===== src/design/clii_pkg.sv =====
// Constants, codes and types shared by both ends of the character LCD instruction link.
// Assumes one 250 MHz clock on both ends and a write-only parallel bus between them.
// Notes on behaviour
// - Host initialises by commands when power-on reset fails.
// - Two-line mode gives each row 40 bytes.
// - Host rewrites address after eighth visible character.
// - Display shift moves both rows, never across.
// - Function set 001110 selects 8-bit, two-line, small font.
// - Code 00001110 turns display and cursor on.
// - Entry code 00000110 increments address, no shift.
// - Entry code 00000111 also scrolls display per write to character memory.
// - Address code 11000000 points at second row start.
// - Data write stores code; character memory selected first.
// - Cursor home zeroes shift and address and reselects character memory.
// - Power-on reset leaves the display off.
// - In 4-bit mode two accesses form one byte.
// - Device starts in 8-bit bus mode.
// - 4-bit host sends function set once, then split.
// - Device ignores low lines in 4-bit mode.
`default_nettype none
package clii_pkg;
    // Link timing in nanoseconds and the derived clock counts.
    localparam int CLK_PERIOD_NS = 4;
    localparam int SETUP_NS = 40;
    localparam int STROBE_HIGH_NS = 240;
    localparam int HOLD_NS = 40;
    localparam int SETUP_CYC = (SETUP_NS + CLK_PERIOD_NS - 1) / CLK_PERIOD_NS;
    localparam int STROBE_CYC = (STROBE_HIGH_NS + CLK_PERIOD_NS - 1) / CLK_PERIOD_NS;
    localparam int HOLD_CYC = (HOLD_NS + CLK_PERIOD_NS - 1) / CLK_PERIOD_NS;
    localparam int CNT_W = 8;

    // Memory geometry.
    localparam int DD_DEPTH = 80;
    localparam int CG_DEPTH = 64;
    localparam logic [6:0] ROW_LEN = 7'h28;
    localparam logic [5:0] ROW_LAST = 6'h27;
    localparam logic [6:0] DD_LAST = 7'h4f;
    localparam logic [7:0] BLANK_CODE = 8'h20;

    // Instruction field positions.
    localparam int FS_DL_BIT = 4;
    localparam int FS_N_BIT = 3;
    localparam int FS_F_BIT = 2;
    localparam int DISP_D_BIT = 2;
    localparam int DISP_C_BIT = 1;
    localparam int DISP_B_BIT = 0;
    localparam int ENTRY_ID_BIT = 1;
    localparam int ENTRY_S_BIT = 0;
    localparam int SHIFT_SC_BIT = 3;
    localparam int SHIFT_RL_BIT = 2;

    // Host register map and fields.
    localparam logic [3:0] REG_CMD = 4'h0;
    localparam logic [3:0] REG_MODE = 4'h4;
    localparam logic [3:0] REG_STATUS = 4'h8;
    localparam int CMD_SEL_BIT = 8;
    localparam int CMD_SINGLE_BIT = 9;
    localparam int MODE_FOUR_BIT = 0;
    localparam int STATUS_BUSY_BIT = 0;
    localparam logic [1:0] RESP_OKAY = 2'h0;
    localparam logic [1:0] RESP_SLVERR = 2'h2;

    typedef enum logic [1:0] {
        CLII_IDLE = 2'b00,
        CLII_SETUP = 2'b01,
        CLII_STROBE = 2'b10,
        CLII_HOLD = 2'b11
    } clii_state_t;
endpackage
`default_nettype wire


===== src/design/clii_bus_if.sv =====
// Parallel instruction bus between the host controller and the LCD controller.
// Assumes both ends run on the same clock; the device synchronises the pins anyway.
`timescale 1ns/10ps
`default_nettype none
interface clii_bus_if;
    logic strobe;
    logic instr_data_select;
    logic read_not_write;
    logic [3:0] high_nibble_lines;
    logic [3:0] low_nibble_lines;

    modport host (
        output strobe,
        output instr_data_select,
        output read_not_write,
        output high_nibble_lines,
        output low_nibble_lines
    );

    modport dev (
        input strobe,
        input instr_data_select,
        input read_not_write,
        input high_nibble_lines,
        input low_nibble_lines
    );
endinterface
`default_nettype wire


===== src/design/clii_device.sv =====
// LCD controller end: decodes instructions and data from the parallel bus.
// Assumes the host holds every pin stable from setup until after the strobe falls.
//
// Local design decisions: the placing of the registers and the AXI4-Lite slave port.
`timescale 1ns/10ps
`default_nettype none
module clii_device (
    clii_bus_if.dev bus,
    input wire logic aclk,
    input wire logic aresetn,
    input wire logic [6:0] rd_index,
    output logic [7:0] rd_char,
    input wire logic [5:0] glyph_rd_index,
    output logic [7:0] glyph_rd_data,
    output logic display_on,
    output logic cursor_on,
    output logic blink_on,
    output logic two_line,
    output logic font_large,
    output logic bus_8bit,
    output logic glyph_selected,
    output logic [6:0] cursor_addr,
    output logic [6:0] display_shift
);
    import clii_pkg::*;

    logic strobe_s1, strobe_s2, strobe_s3;
    logic sel_s1, sel_s2;
    logic rw_s1, rw_s2;
    logic [3:0] hi_s1, hi_s2;
    logic [3:0] lo_s1, lo_s2;
    logic second_half;
    logic [3:0] held_high;
    logic inc_mode;
    logic shift_on_write;
    logic [5:0] glyph_addr;
    logic [7:0] char_code_ram [DD_DEPTH];
    logic [7:0] glyph_ram [CG_DEPTH];

    logic access;
    logic cmd_valid;
    logic [7:0] cmd_byte;
    logic is_instr, is_data;
    logic is_clear, is_home, is_entry, is_disp, is_shift, is_func, is_cg_addr, is_dd_addr;
    logic dd_write, cg_write;
    logic [6:0] dd_idx;
    logic dd_ok;

    function automatic logic [6:0] step_dd(input logic [6:0] a, input logic up,
                                           input logic two);
        logic [6:0] r;
        r = a;
        if (two) begin
            if (up) begin
                r = (a[5:0] == ROW_LAST) ? {~a[6], 6'h00} : a + 7'h01;
            end else begin
                r = (a[5:0] == 6'h00) ? {~a[6], ROW_LAST} : a - 7'h01;
            end
        end else begin
            if (up) begin
                r = (a == DD_LAST) ? 7'h00 : a + 7'h01;
            end else begin
                r = (a == 7'h00) ? DD_LAST : a - 7'h01;
            end
        end
        return r;
    endfunction

    function automatic logic [6:0] step_shift(input logic [6:0] s, input logic up,
                                              input logic two);
        logic [6:0] last;
        logic [6:0] r;
        last = two ? {1'b0, ROW_LAST} : DD_LAST;
        if (up) begin
            r = (s >= last) ? 7'h00 : s + 7'h01;
        end else begin
            r = (s == 7'h00) ? last : s - 7'h01;
        end
        return r;
    endfunction

    // Pins come from the other party and pass two flip-flops first.
    always_ff @(posedge aclk) begin
        if (!aresetn) begin
            strobe_s1 <= 1'b0;
            strobe_s2 <= 1'b0;
            strobe_s3 <= 1'b0;
            sel_s1 <= 1'b0;
            sel_s2 <= 1'b0;
            rw_s1 <= 1'b0;
            rw_s2 <= 1'b0;
            hi_s1 <= 4'h0;
            hi_s2 <= 4'h0;
            lo_s1 <= 4'h0;
            lo_s2 <= 4'h0;
        end else begin
            strobe_s1 <= bus.strobe;
            strobe_s2 <= strobe_s1;
            strobe_s3 <= strobe_s2;
            sel_s1 <= bus.instr_data_select;
            sel_s2 <= sel_s1;
            rw_s1 <= bus.read_not_write;
            rw_s2 <= rw_s1;
            hi_s1 <= bus.high_nibble_lines;
            hi_s2 <= hi_s1;
            lo_s1 <= bus.low_nibble_lines;
            lo_s2 <= lo_s1;
        end
    end

    // A write access completes on the falling edge of the strobe.
    assign access = strobe_s3 & ~strobe_s2 & ~rw_s2;

    // Byte assembly: one access in 8-bit mode, two in 4-bit mode.
    always_comb begin
        cmd_valid = 1'b0;
        cmd_byte = {hi_s2, lo_s2};
        if (access) begin
            if (bus_8bit) begin
                cmd_valid = 1'b1;
            end else if (second_half) begin
                cmd_valid = 1'b1;
                cmd_byte = {held_high, hi_s2};
            end
        end
    end

    always_ff @(posedge aclk) begin
        if (!aresetn) begin
            second_half <= 1'b0;
            held_high <= 4'h0;
        end else if (access && !bus_8bit) begin
            second_half <= ~second_half;
            if (!second_half) begin
                held_high <= hi_s2;
            end
        end else if (bus_8bit) begin
            second_half <= 1'b0;
        end
    end

    assign is_instr = cmd_valid & ~sel_s2;
    assign is_data = cmd_valid & sel_s2;
    assign is_dd_addr = is_instr & cmd_byte[7];
    assign is_cg_addr = is_instr & (cmd_byte[7:6] == 2'b01);
    assign is_func = is_instr & (cmd_byte[7:5] == 3'b001);
    assign is_shift = is_instr & (cmd_byte[7:4] == 4'b0001);
    assign is_disp = is_instr & (cmd_byte[7:3] == 5'b00001);
    assign is_entry = is_instr & (cmd_byte[7:2] == 6'b000001);
    assign is_home = is_instr & (cmd_byte[7:1] == 7'b0000001);
    assign is_clear = is_instr & (cmd_byte == 8'h01);

    // Two-line mode maps each row onto its own 40-byte block.
    assign dd_idx = two_line ? (cursor_addr[6] ? ROW_LEN + {1'b0, cursor_addr[5:0]}
                                                : {1'b0, cursor_addr[5:0]})
                             : cursor_addr;
    assign dd_ok = two_line ? (cursor_addr[5:0] <= ROW_LAST) : (cursor_addr <= DD_LAST);
    assign dd_write = is_data & ~glyph_selected & dd_ok;
    assign cg_write = is_data & glyph_selected;

    // Mode and display control, defaults set by the power-on reset.
    always_ff @(posedge aclk) begin
        if (!aresetn) begin
            bus_8bit <= 1'b1;
            two_line <= 1'b0;
            font_large <= 1'b0;
            display_on <= 1'b0;
            cursor_on <= 1'b0;
            blink_on <= 1'b0;
            inc_mode <= 1'b1;
            shift_on_write <= 1'b0;
        end else begin
            if (is_func) begin
                bus_8bit <= cmd_byte[FS_DL_BIT];
                two_line <= cmd_byte[FS_N_BIT];
                font_large <= cmd_byte[FS_F_BIT];
            end
            if (is_disp) begin
                display_on <= cmd_byte[DISP_D_BIT];
                cursor_on <= cmd_byte[DISP_C_BIT];
                blink_on <= cmd_byte[DISP_B_BIT];
            end
            if (is_entry) begin
                inc_mode <= cmd_byte[ENTRY_ID_BIT];
                shift_on_write <= cmd_byte[ENTRY_S_BIT];
            end
            if (is_clear) begin
                inc_mode <= 1'b1;
            end
        end
    end

    // Address pointers and memory selection.
    always_ff @(posedge aclk) begin
        if (!aresetn) begin
            cursor_addr <= 7'h00;
            glyph_addr <= 6'h00;
            glyph_selected <= 1'b0;
        end else if (is_clear || is_home) begin
            cursor_addr <= 7'h00;
            glyph_selected <= 1'b0;
        end else if (is_dd_addr) begin
            cursor_addr <= cmd_byte[6:0];
            glyph_selected <= 1'b0;
        end else if (is_cg_addr) begin
            glyph_addr <= cmd_byte[5:0];
            glyph_selected <= 1'b1;
        end else if (is_shift && !cmd_byte[SHIFT_SC_BIT]) begin
            cursor_addr <= step_dd(cursor_addr, cmd_byte[SHIFT_RL_BIT], two_line);
        end else if (is_shift) begin
            cursor_addr <= step_dd(cursor_addr, cmd_byte[SHIFT_RL_BIT], two_line);
        end else if (cg_write) begin
            glyph_addr <= inc_mode ? glyph_addr + 6'h01 : glyph_addr - 6'h01;
        end else if (is_data) begin
            cursor_addr <= step_dd(cursor_addr, inc_mode, two_line);
        end
    end

    // One shift offset serves both rows and wraps within a row.
    always_ff @(posedge aclk) begin
        if (!aresetn) begin
            display_shift <= 7'h00;
        end else if (is_clear || is_home) begin
            display_shift <= 7'h00;
        end else if (is_shift && cmd_byte[SHIFT_SC_BIT]) begin
            display_shift <= step_shift(display_shift, cmd_byte[SHIFT_RL_BIT],
                                        two_line);
        end else if (dd_write && shift_on_write) begin
            display_shift <= step_shift(display_shift, inc_mode, two_line);
        end
    end

    // Character storage; only a clear or a data write alters it.
    always_ff @(posedge aclk) begin
        if (is_clear) begin
            for (int i = 0; i < DD_DEPTH; i++) begin
                char_code_ram[i] <= BLANK_CODE;
            end
        end else if (dd_write) begin
            char_code_ram[dd_idx] <= cmd_byte;
        end
    end

    always_ff @(posedge aclk) begin
        if (cg_write) begin
            glyph_ram[glyph_addr] <= cmd_byte;
        end
    end

    // Read ports for the panel drive side.
    always_ff @(posedge aclk) begin
        if (!aresetn) begin
            rd_char <= 8'h00;
            glyph_rd_data <= 8'h00;
        end else begin
            rd_char <= (rd_index <= DD_LAST) ? char_code_ram[rd_index] : BLANK_CODE;
            glyph_rd_data <= glyph_ram[glyph_rd_index];
        end
    end
endmodule
`default_nettype wire


===== src/flat_wrapper.sv =====
// flat-port wrapper written by rule: the top's interface ports become plain ports
module clii_device_flat import clii_pkg::*;
  (aclk, aresetn, rd_index, rd_char, glyph_rd_index, glyph_rd_data, display_on, cursor_on, blink_on, two_line, font_large, bus_8bit, glyph_selected, cursor_addr, display_shift, bus_strobe, bus_instr_data_select, bus_read_not_write, bus_high_nibble_lines, bus_low_nibble_lines);
  clii_bus_if bus_i ();
  input wire logic aclk;
  input wire logic aresetn;
  input wire logic [6:0] rd_index;
  output logic [7:0] rd_char;
  input wire logic [5:0] glyph_rd_index;
  output logic [7:0] glyph_rd_data;
  output logic display_on;
  output logic cursor_on;
  output logic blink_on;
  output logic two_line;
  output logic font_large;
  output logic bus_8bit;
  output logic glyph_selected;
  output logic [6:0] cursor_addr;
  output logic [6:0] display_shift;
  input wire logic [$bits(bus_i.strobe)-1:0] bus_strobe;
  input wire logic [$bits(bus_i.instr_data_select)-1:0] bus_instr_data_select;
  input wire logic [$bits(bus_i.read_not_write)-1:0] bus_read_not_write;
  input wire logic [$bits(bus_i.high_nibble_lines)-1:0] bus_high_nibble_lines;
  input wire logic [$bits(bus_i.low_nibble_lines)-1:0] bus_low_nibble_lines;
  assign bus_i.strobe = bus_strobe;
  assign bus_i.instr_data_select = bus_instr_data_select;
  assign bus_i.read_not_write = bus_read_not_write;
  assign bus_i.high_nibble_lines = bus_high_nibble_lines;
  assign bus_i.low_nibble_lines = bus_low_nibble_lines;
  clii_device u_core (.bus(bus_i), .aclk(aclk), .aresetn(aresetn), .rd_index(rd_index), .rd_char(rd_char), .glyph_rd_index(glyph_rd_index), .glyph_rd_data(glyph_rd_data), .display_on(display_on), .cursor_on(cursor_on), .blink_on(blink_on), .two_line(two_line), .font_large(font_large), .bus_8bit(bus_8bit), .glyph_selected(glyph_selected), .cursor_addr(cursor_addr), .display_shift(display_shift));
endmodule

===== config.mk =====
export PLATFORM = sky130hd
export DESIGN_NAME = clii_device_flat
export DESIGN_NICKNAME = d
export VERILOG_FILES = /design/src/design/clii_pkg.sv /design/src/design/clii_bus_if.sv /design/src/design/clii_device.sv /design/src/flat_wrapper.sv
export SDC_FILE = /design/constraint.sdc
export NUM_CORES = 2
export LEC_CHECK = 0
export BUFFER_PORTS_ARGS = -buffer_cell sky130_fd_sc_hd__buf_2
export CORE_MARGIN = 2
export CORE_UTILIZATION = 35
export CTS_CLUSTER_SIZE = 20
export DETAILED_ROUTE_END_ITERATION = 10
export SLEW_MARGIN = 0
export SYNTH_ARGS = -nofsm -noshare
export SYNTH_HDL_FRONTEND = slang
export SYNTH_SLANG_ARGS = --single-unit

===== constraint.sdc =====
create_clock -name aclk -period 3.8 [get_ports aclk]
set_clock_uncertainty 0.15 [all_clocks]
set_input_delay 0.19 -clock aclk [delete_from_list [all_inputs] [get_ports aclk]]
set_output_delay 0.19 -clock aclk [all_outputs]
set_load 0.01 [all_outputs]

; Word-level counts from Yosys, hierarchy flattened
; Memory sizes are Yosys's and may differ from the RTL's. A register that Yosys moved wholly into a read port is not among the register bits.
; Cells that the tools add are included.
[word_totals]
regBits = 65
latchBits = 0
ram_bits = 1152
mem_bits_ro = 0
input_bits = 26
out_inout_bits = 37
mem_count = 2
[classes]
n_addsub = 7
n_mul = 0
n_div = 0
order_cmp = 4
eq_ne = 13
n_shift = 0
mux = 50
bitwise_logic = 24
n_reduce_logical = 23
[memory_table]
columns = memory, words, width, read_ports, rd_ports_with_merged_regs, write_ports, line_no
row1 = u_core.char_code_ram, 80, 8, 1, 0, 80, clii_device.sv:37  ; logic [7:0] char_code_ram [DD_DEPTH];
row2 = u_core.glyph_ram, 64, 8, 1, 1, 1, clii_device.sv:38  ; logic [7:0] glyph_ram [CG_DEPTH];
[ops]
columns = operator, n
row1 = 7-bit 2-to-1 mux, 26
row2 = 6-bit 2-to-1 mux, 6
row3 = 8-bit 2-to-1 mux, 4
row4 = 1-bit bitwise AND, 15
row5 = 7-bit by 1-bit adder with 7-bit output (second input constant), 2
row6 = 7-bit less-or-equal comparator (second input constant), 2
row7 = 7-bit logical NOT, 2
row8 = 1-bit 2-to-1 mux, 14
row9 = 7-bit by 1-bit subtractor with 7-bit output (second input constant), 2
row10 = 1-bit NOT, 9
row11 = 8-bit by 1-bit == test with 1-bit output (second input constant), 1
row12 = 8-bit OR reduction, 1
row13 = 6-bit by 6-bit adder with 7-bit output (first input constant), 1
row14 = 7-bit by 1-bit == test with 1-bit output (second input constant), 1
row15 = 7-bit == test (second input constant), 1
row16 = 7-bit >= comparator, 1
row17 = 6-bit by 1-bit adder with 6-bit output (second input constant), 1
row18 = 6-bit by 1-bit == test with 1-bit output (second input constant), 1
row19 = 6-bit == test (second input constant), 1
row20 = 6-bit less-or-equal comparator (second input constant), 1
row21 = 6-bit logical NOT, 1
row22 = 2-bit nonzero test, 3
row23 = 6-bit by 1-bit subtractor with 6-bit output (second input constant), 1
row24 = 5-bit by 1-bit == test with 1-bit output (second input constant), 1
row25 = 15 further kinds, 23

; Logic depth before layout (Yosys ltp)
[depth]
word_depth = 12
mapped_depth = 12

; Worst setup path after synthesis
; OpenSTA, ideal clock, no wires.
[synth_timing]
path_type = register to register
startpoint = register u_core.bus_8bit
endpoint = memory u_core.char_code_ram[51][0], enable pin
setup_time_ps = 329
arrival_time_ps = 2611
t_required_ps = 3321
slack_ps = 710
path_stages_with_launch = 9
n_path_buf = 2
synth_period_minus_slack_ps = 3090
path_cell_list = dfxtp_1 -> and2b_1 -> nand2_1 -> mux2i_4 -> inv_2 -> or4_1 -> buf_2 -> buf_6 -> nand2_1
[synth_lines]
columns = item, line_no
row1 = "start, declared", clii_device.sv:20  ; output logic bus_8bit,
row2 = "start signal, assigned", clii_device.sv:174  ; bus_8bit <= cmd_byte[FS_DL_BIT];
row3 = "end, declared", clii_device.sv:37

==> metrics.yaml <==
die:
  initial_core_util_pct: 35.28
  core_area_sq_um: 148000
  dieArea_sq_um: 152300
  io_pins: 63
  floorplan.rows: 141
  die_height_um: 390.3
  die_w_um: 390.3
yosys:
  synth.avg_cell_area_sq_um: 15.75
  synthFlopType: "edfxtp_1"
  syn_area_sq_um: 52220
  synth_nets: 3357
  synth_enable_flop_cells: 1152
  async_flop_share_pct: 0
  syn_inst: 3315
  ys_types: 85
  yosys_warnings: 0
  ys_ff_latch: 1225
  seq_area_frac_synth_pct: 69.04
power_and_ir_drop:
  powerDensity_nw_per_um2: 473.6
  ir_drop_uv: 345.4
  leakage_uw: 0.01841
finish:
  final_common_cell: "edfxtp_1"
  area_delta_synth_final_pct: 14.61
  final_cells: 5493
  drive_gt1_share_pct: 22.68
  num-fill-cells: 13280
  post-route-util_pct: 40.44
  diodes: 0
  mostFrequentLayoutCells: "1152 x edfxtp_1, 677 x nor2_1, 316 x mux4_2, 201 x nand2_1, 141 x buf_4"
  num-nets-final: 3498
sta:
  drv_slew: 0
  grt_setup_unrepaired: "false"
  slew_headroom_pct: 34.87
  tns_ns: 0
  fmax_mhz: 291.7
  setup_violations: 0
  timing.final.crit_share_pct: 90.22
  hold_violations: 0
  fin_crit_ns: 3.428
  tightest_slew_ns: 0.9695
global_routing:
  grt-ovfl-total: 0
  grt_first_pass_wirelength_um: 198600
  antenna_found_initial: 8
  grt_pass1_vias: 29280
  grt.total_usage_pct: 17.59
  grt_max_degree: 83
clock_network:
  clkSlewWorstSetupHoldPaths_ns: 0.06
  clk_latency_ns: 0.75
  tritoncts: "built"
  max-clock-path-buffers: 3
  clock_sinks: 1225
  h-tree-depth: 4
  cts-root-buf: "clkbuf_16"
  cts_buffers: 130
route:
  wl_per_cell_um: 24.55
  routed_wl_um: 134900
  vias: 30090
  top_layer: "met5"
  drt_iter0_markers: 3569
  drc_errors: 0
  wl_met3_um: 11670
  vias_per_cell: 5.479
  detail-route-antenna-nets: 0
  wl_met2_um: 62210
  drt-met1-wl_um: 57450
  drt_first_pass_iters: 5
placed_design:
  io_buffers: 62
  place_congestion: 0.8697
  dpl.hpwl_um: 84860
  dp_cells: 5225
worst_setup_path:
  crit_path_end_kind: "register"
  max_stage_delay_ns: 0.63
  r2r_end: "u_core.char_code_ram[58][6]"
  critPathLaunchType: "register"
  path_cells: "or3b_1 > or3_1 > nor3_4 > and2_1 > buf_4 > nand2_1 > nand2_1"
  crit_fanout: 16
  regToRegSetupSlack_ns: 0.37
  crit_arrival_ns: 3.69
  path_common_cell: "nand2_1"
  r2r.worst_path.cells: 7
  worstSetupPathType: "register to register"
  regToRegStartpoint: "u_core.strobe_s2"
  cp.required_ns: 4.06
  slowest_stage: "or3_1"
  cp-startpoint: "u_core.strobe_s2"
worst_hold_path:
  hold_path_depth: 3
  hold_class: "input pin to register"
  worstHoldStart: "bus_low_nibble_lines[0]"
  hold_end: "u_core.lo_s1[0]"
status:
  status: "finished, final reports clean"
run:
  maxCapViolations: 0
## stage by stage
stage	area (sq um)	total power (uW)	hold slack (ns)	worst slack, ns
CTS	59850	28570	0.01875	0.4149
detailed placement	55350	16090	0.2524	0.4362
finish	59850	28350	0.04984	0.3717
global route	59850	29150	0.03752	0.1581
global placement	55350	16080	0.2527	0.4832
floorplan	52220	15660	0.1574	0.7095
## power breakdown
group          leakage [uW]  internal (uW)  switching, uW
registers            0.0104          14600           31.2
logic               0.00602            440            712
clock network       0.00204           7160           5360
total                0.0184          22200           6110
## metal layers
metal / track usage [%] / vias to the layer above
met3: 3.722 / 220
met4: 5.026 / 8
li1: - / 13010
met1: 24.96 / 15450
met2: 27.34 / 1412
met5: 0 / -
## Yosys cell counts, types with 4 or more instances
master,count,area share (%)
nand2_1,201,1.4
and3_1,8,0.096
nand2_2,33,0.40
nand3_1,121,1.2
or3_1,7,0.084
edfxtp_1,1152,66
mux2i_1,63,1.2
and4_1,6,0.10
ha_1,15,0.36
o211ai_1,12,0.17
xnor2_1,6,0.10
a22o_1,6,0.10
o21ai_0,33,0.32
clkbuf_1,133,0.96
mux2_2,17,0.37
a221oi_1,23,0.39
nor2_1,677,4.9
buf_2,44,0.42
inv_1,23,0.17
a21oi_1,39,0.37
buf_1,34,0.24
nand4_1,6,0.072
nor3b_1,6,0.086
and2_1,42,0.50
a31oi_1,10,0.12
o22ai_1,14,0.17
a211oi_1,13,0.19
nand2b_1,6,0.072
a21boi_0,8,0.12
dfxtp_1,73,2.8
a211o_1,5,0.084
nand3b_1,5,0.072
o31ai_1,5,0.072
mux4_2,316,14
nor4_1,4,0.048
nor3_1,20,0.19
a21o_1,4,0.058
a22oi_1,11,0.16
buf_4,14,0.20
o211a_1,5,0.096
buf_6,17,0.37
nor2b_1,11,0.13
## logic make-up (layout without fill, tap and decap cells)
kind of cell    count (synthesis)  in the layout  share of synthesized area [%]
compound gates                221            221                          2.976
xor+xnor                        9              9                         0.1509
fa+ha+maj                      16             16                         0.3977
buf+inv                       270            518                          2.391
flops                        1225           1225                          69.04
mux                           397            397                          15.24
simple gates                 1177           1177                          9.801
## layout make-up
cell class / count / area, sq um / share of cell area [%]
Sequential cell: 1225 / 36050 / 60.24
Inverter: 28 / 105.1 / 0.1756
Tap cell: 1930 / 2415 / 4.034
Timing Repair Buffer: 251 / 2079 / 3.474
Multi-Input combinational cell: 1820 / 14990 / 25.04
Clock buffer: 176 / 3527 / 5.893
Clock inverter: 63 / 688.2 / 1.150
## registers in the layout, indices dropped and copies added, names as in the netlist, 4 cells and up
name,count
u_core.lo_s2,4
u_core.rd_char,8
u_core.glyph_rd_data,8
u_core.glyph_ram,512
u_core.char_code_ram,640
u_core.glyph_addr,6
u_core.hi_s2,4
u_core.display_shift,7
u_core.lo_s1,4
u_core.cursor_addr,7
u_core.hi_s1,4
u_core.held_high,4
## worst max-delay path by stage
stage,endpoint,slack (ns),depth (start not counted)
2_1_floorplan,u_core.char_code_ram[51][0],0.71,8
3_3_place_gp,u_core.char_code_ram[66][3],0.48,7
3_5_place_dp,u_core.char_code_ram[58][6],0.44,7
4_1_cts,u_core.char_code_ram[58][6],0.41,7
5_1_grt,u_core.glyph_ram[42][4],0.16,6
6_report,u_core.char_code_ram[58][6],0.37,7
## critical path, delay by kind of cell (launching register included)
kind | cells | cell delay [ns]
simple gates | 6 | 2.26
flops | 1 | 0.34
buf+inv | 1 | 0.33
## repair_timing
action                                 in CTS  in global routing
endpoints found under the hold margin      32                  0
resized for setup                           0                  0
buffers inserted                            0                  0
hold buffers                               29                  0
(Power assumes the default switching activity.)
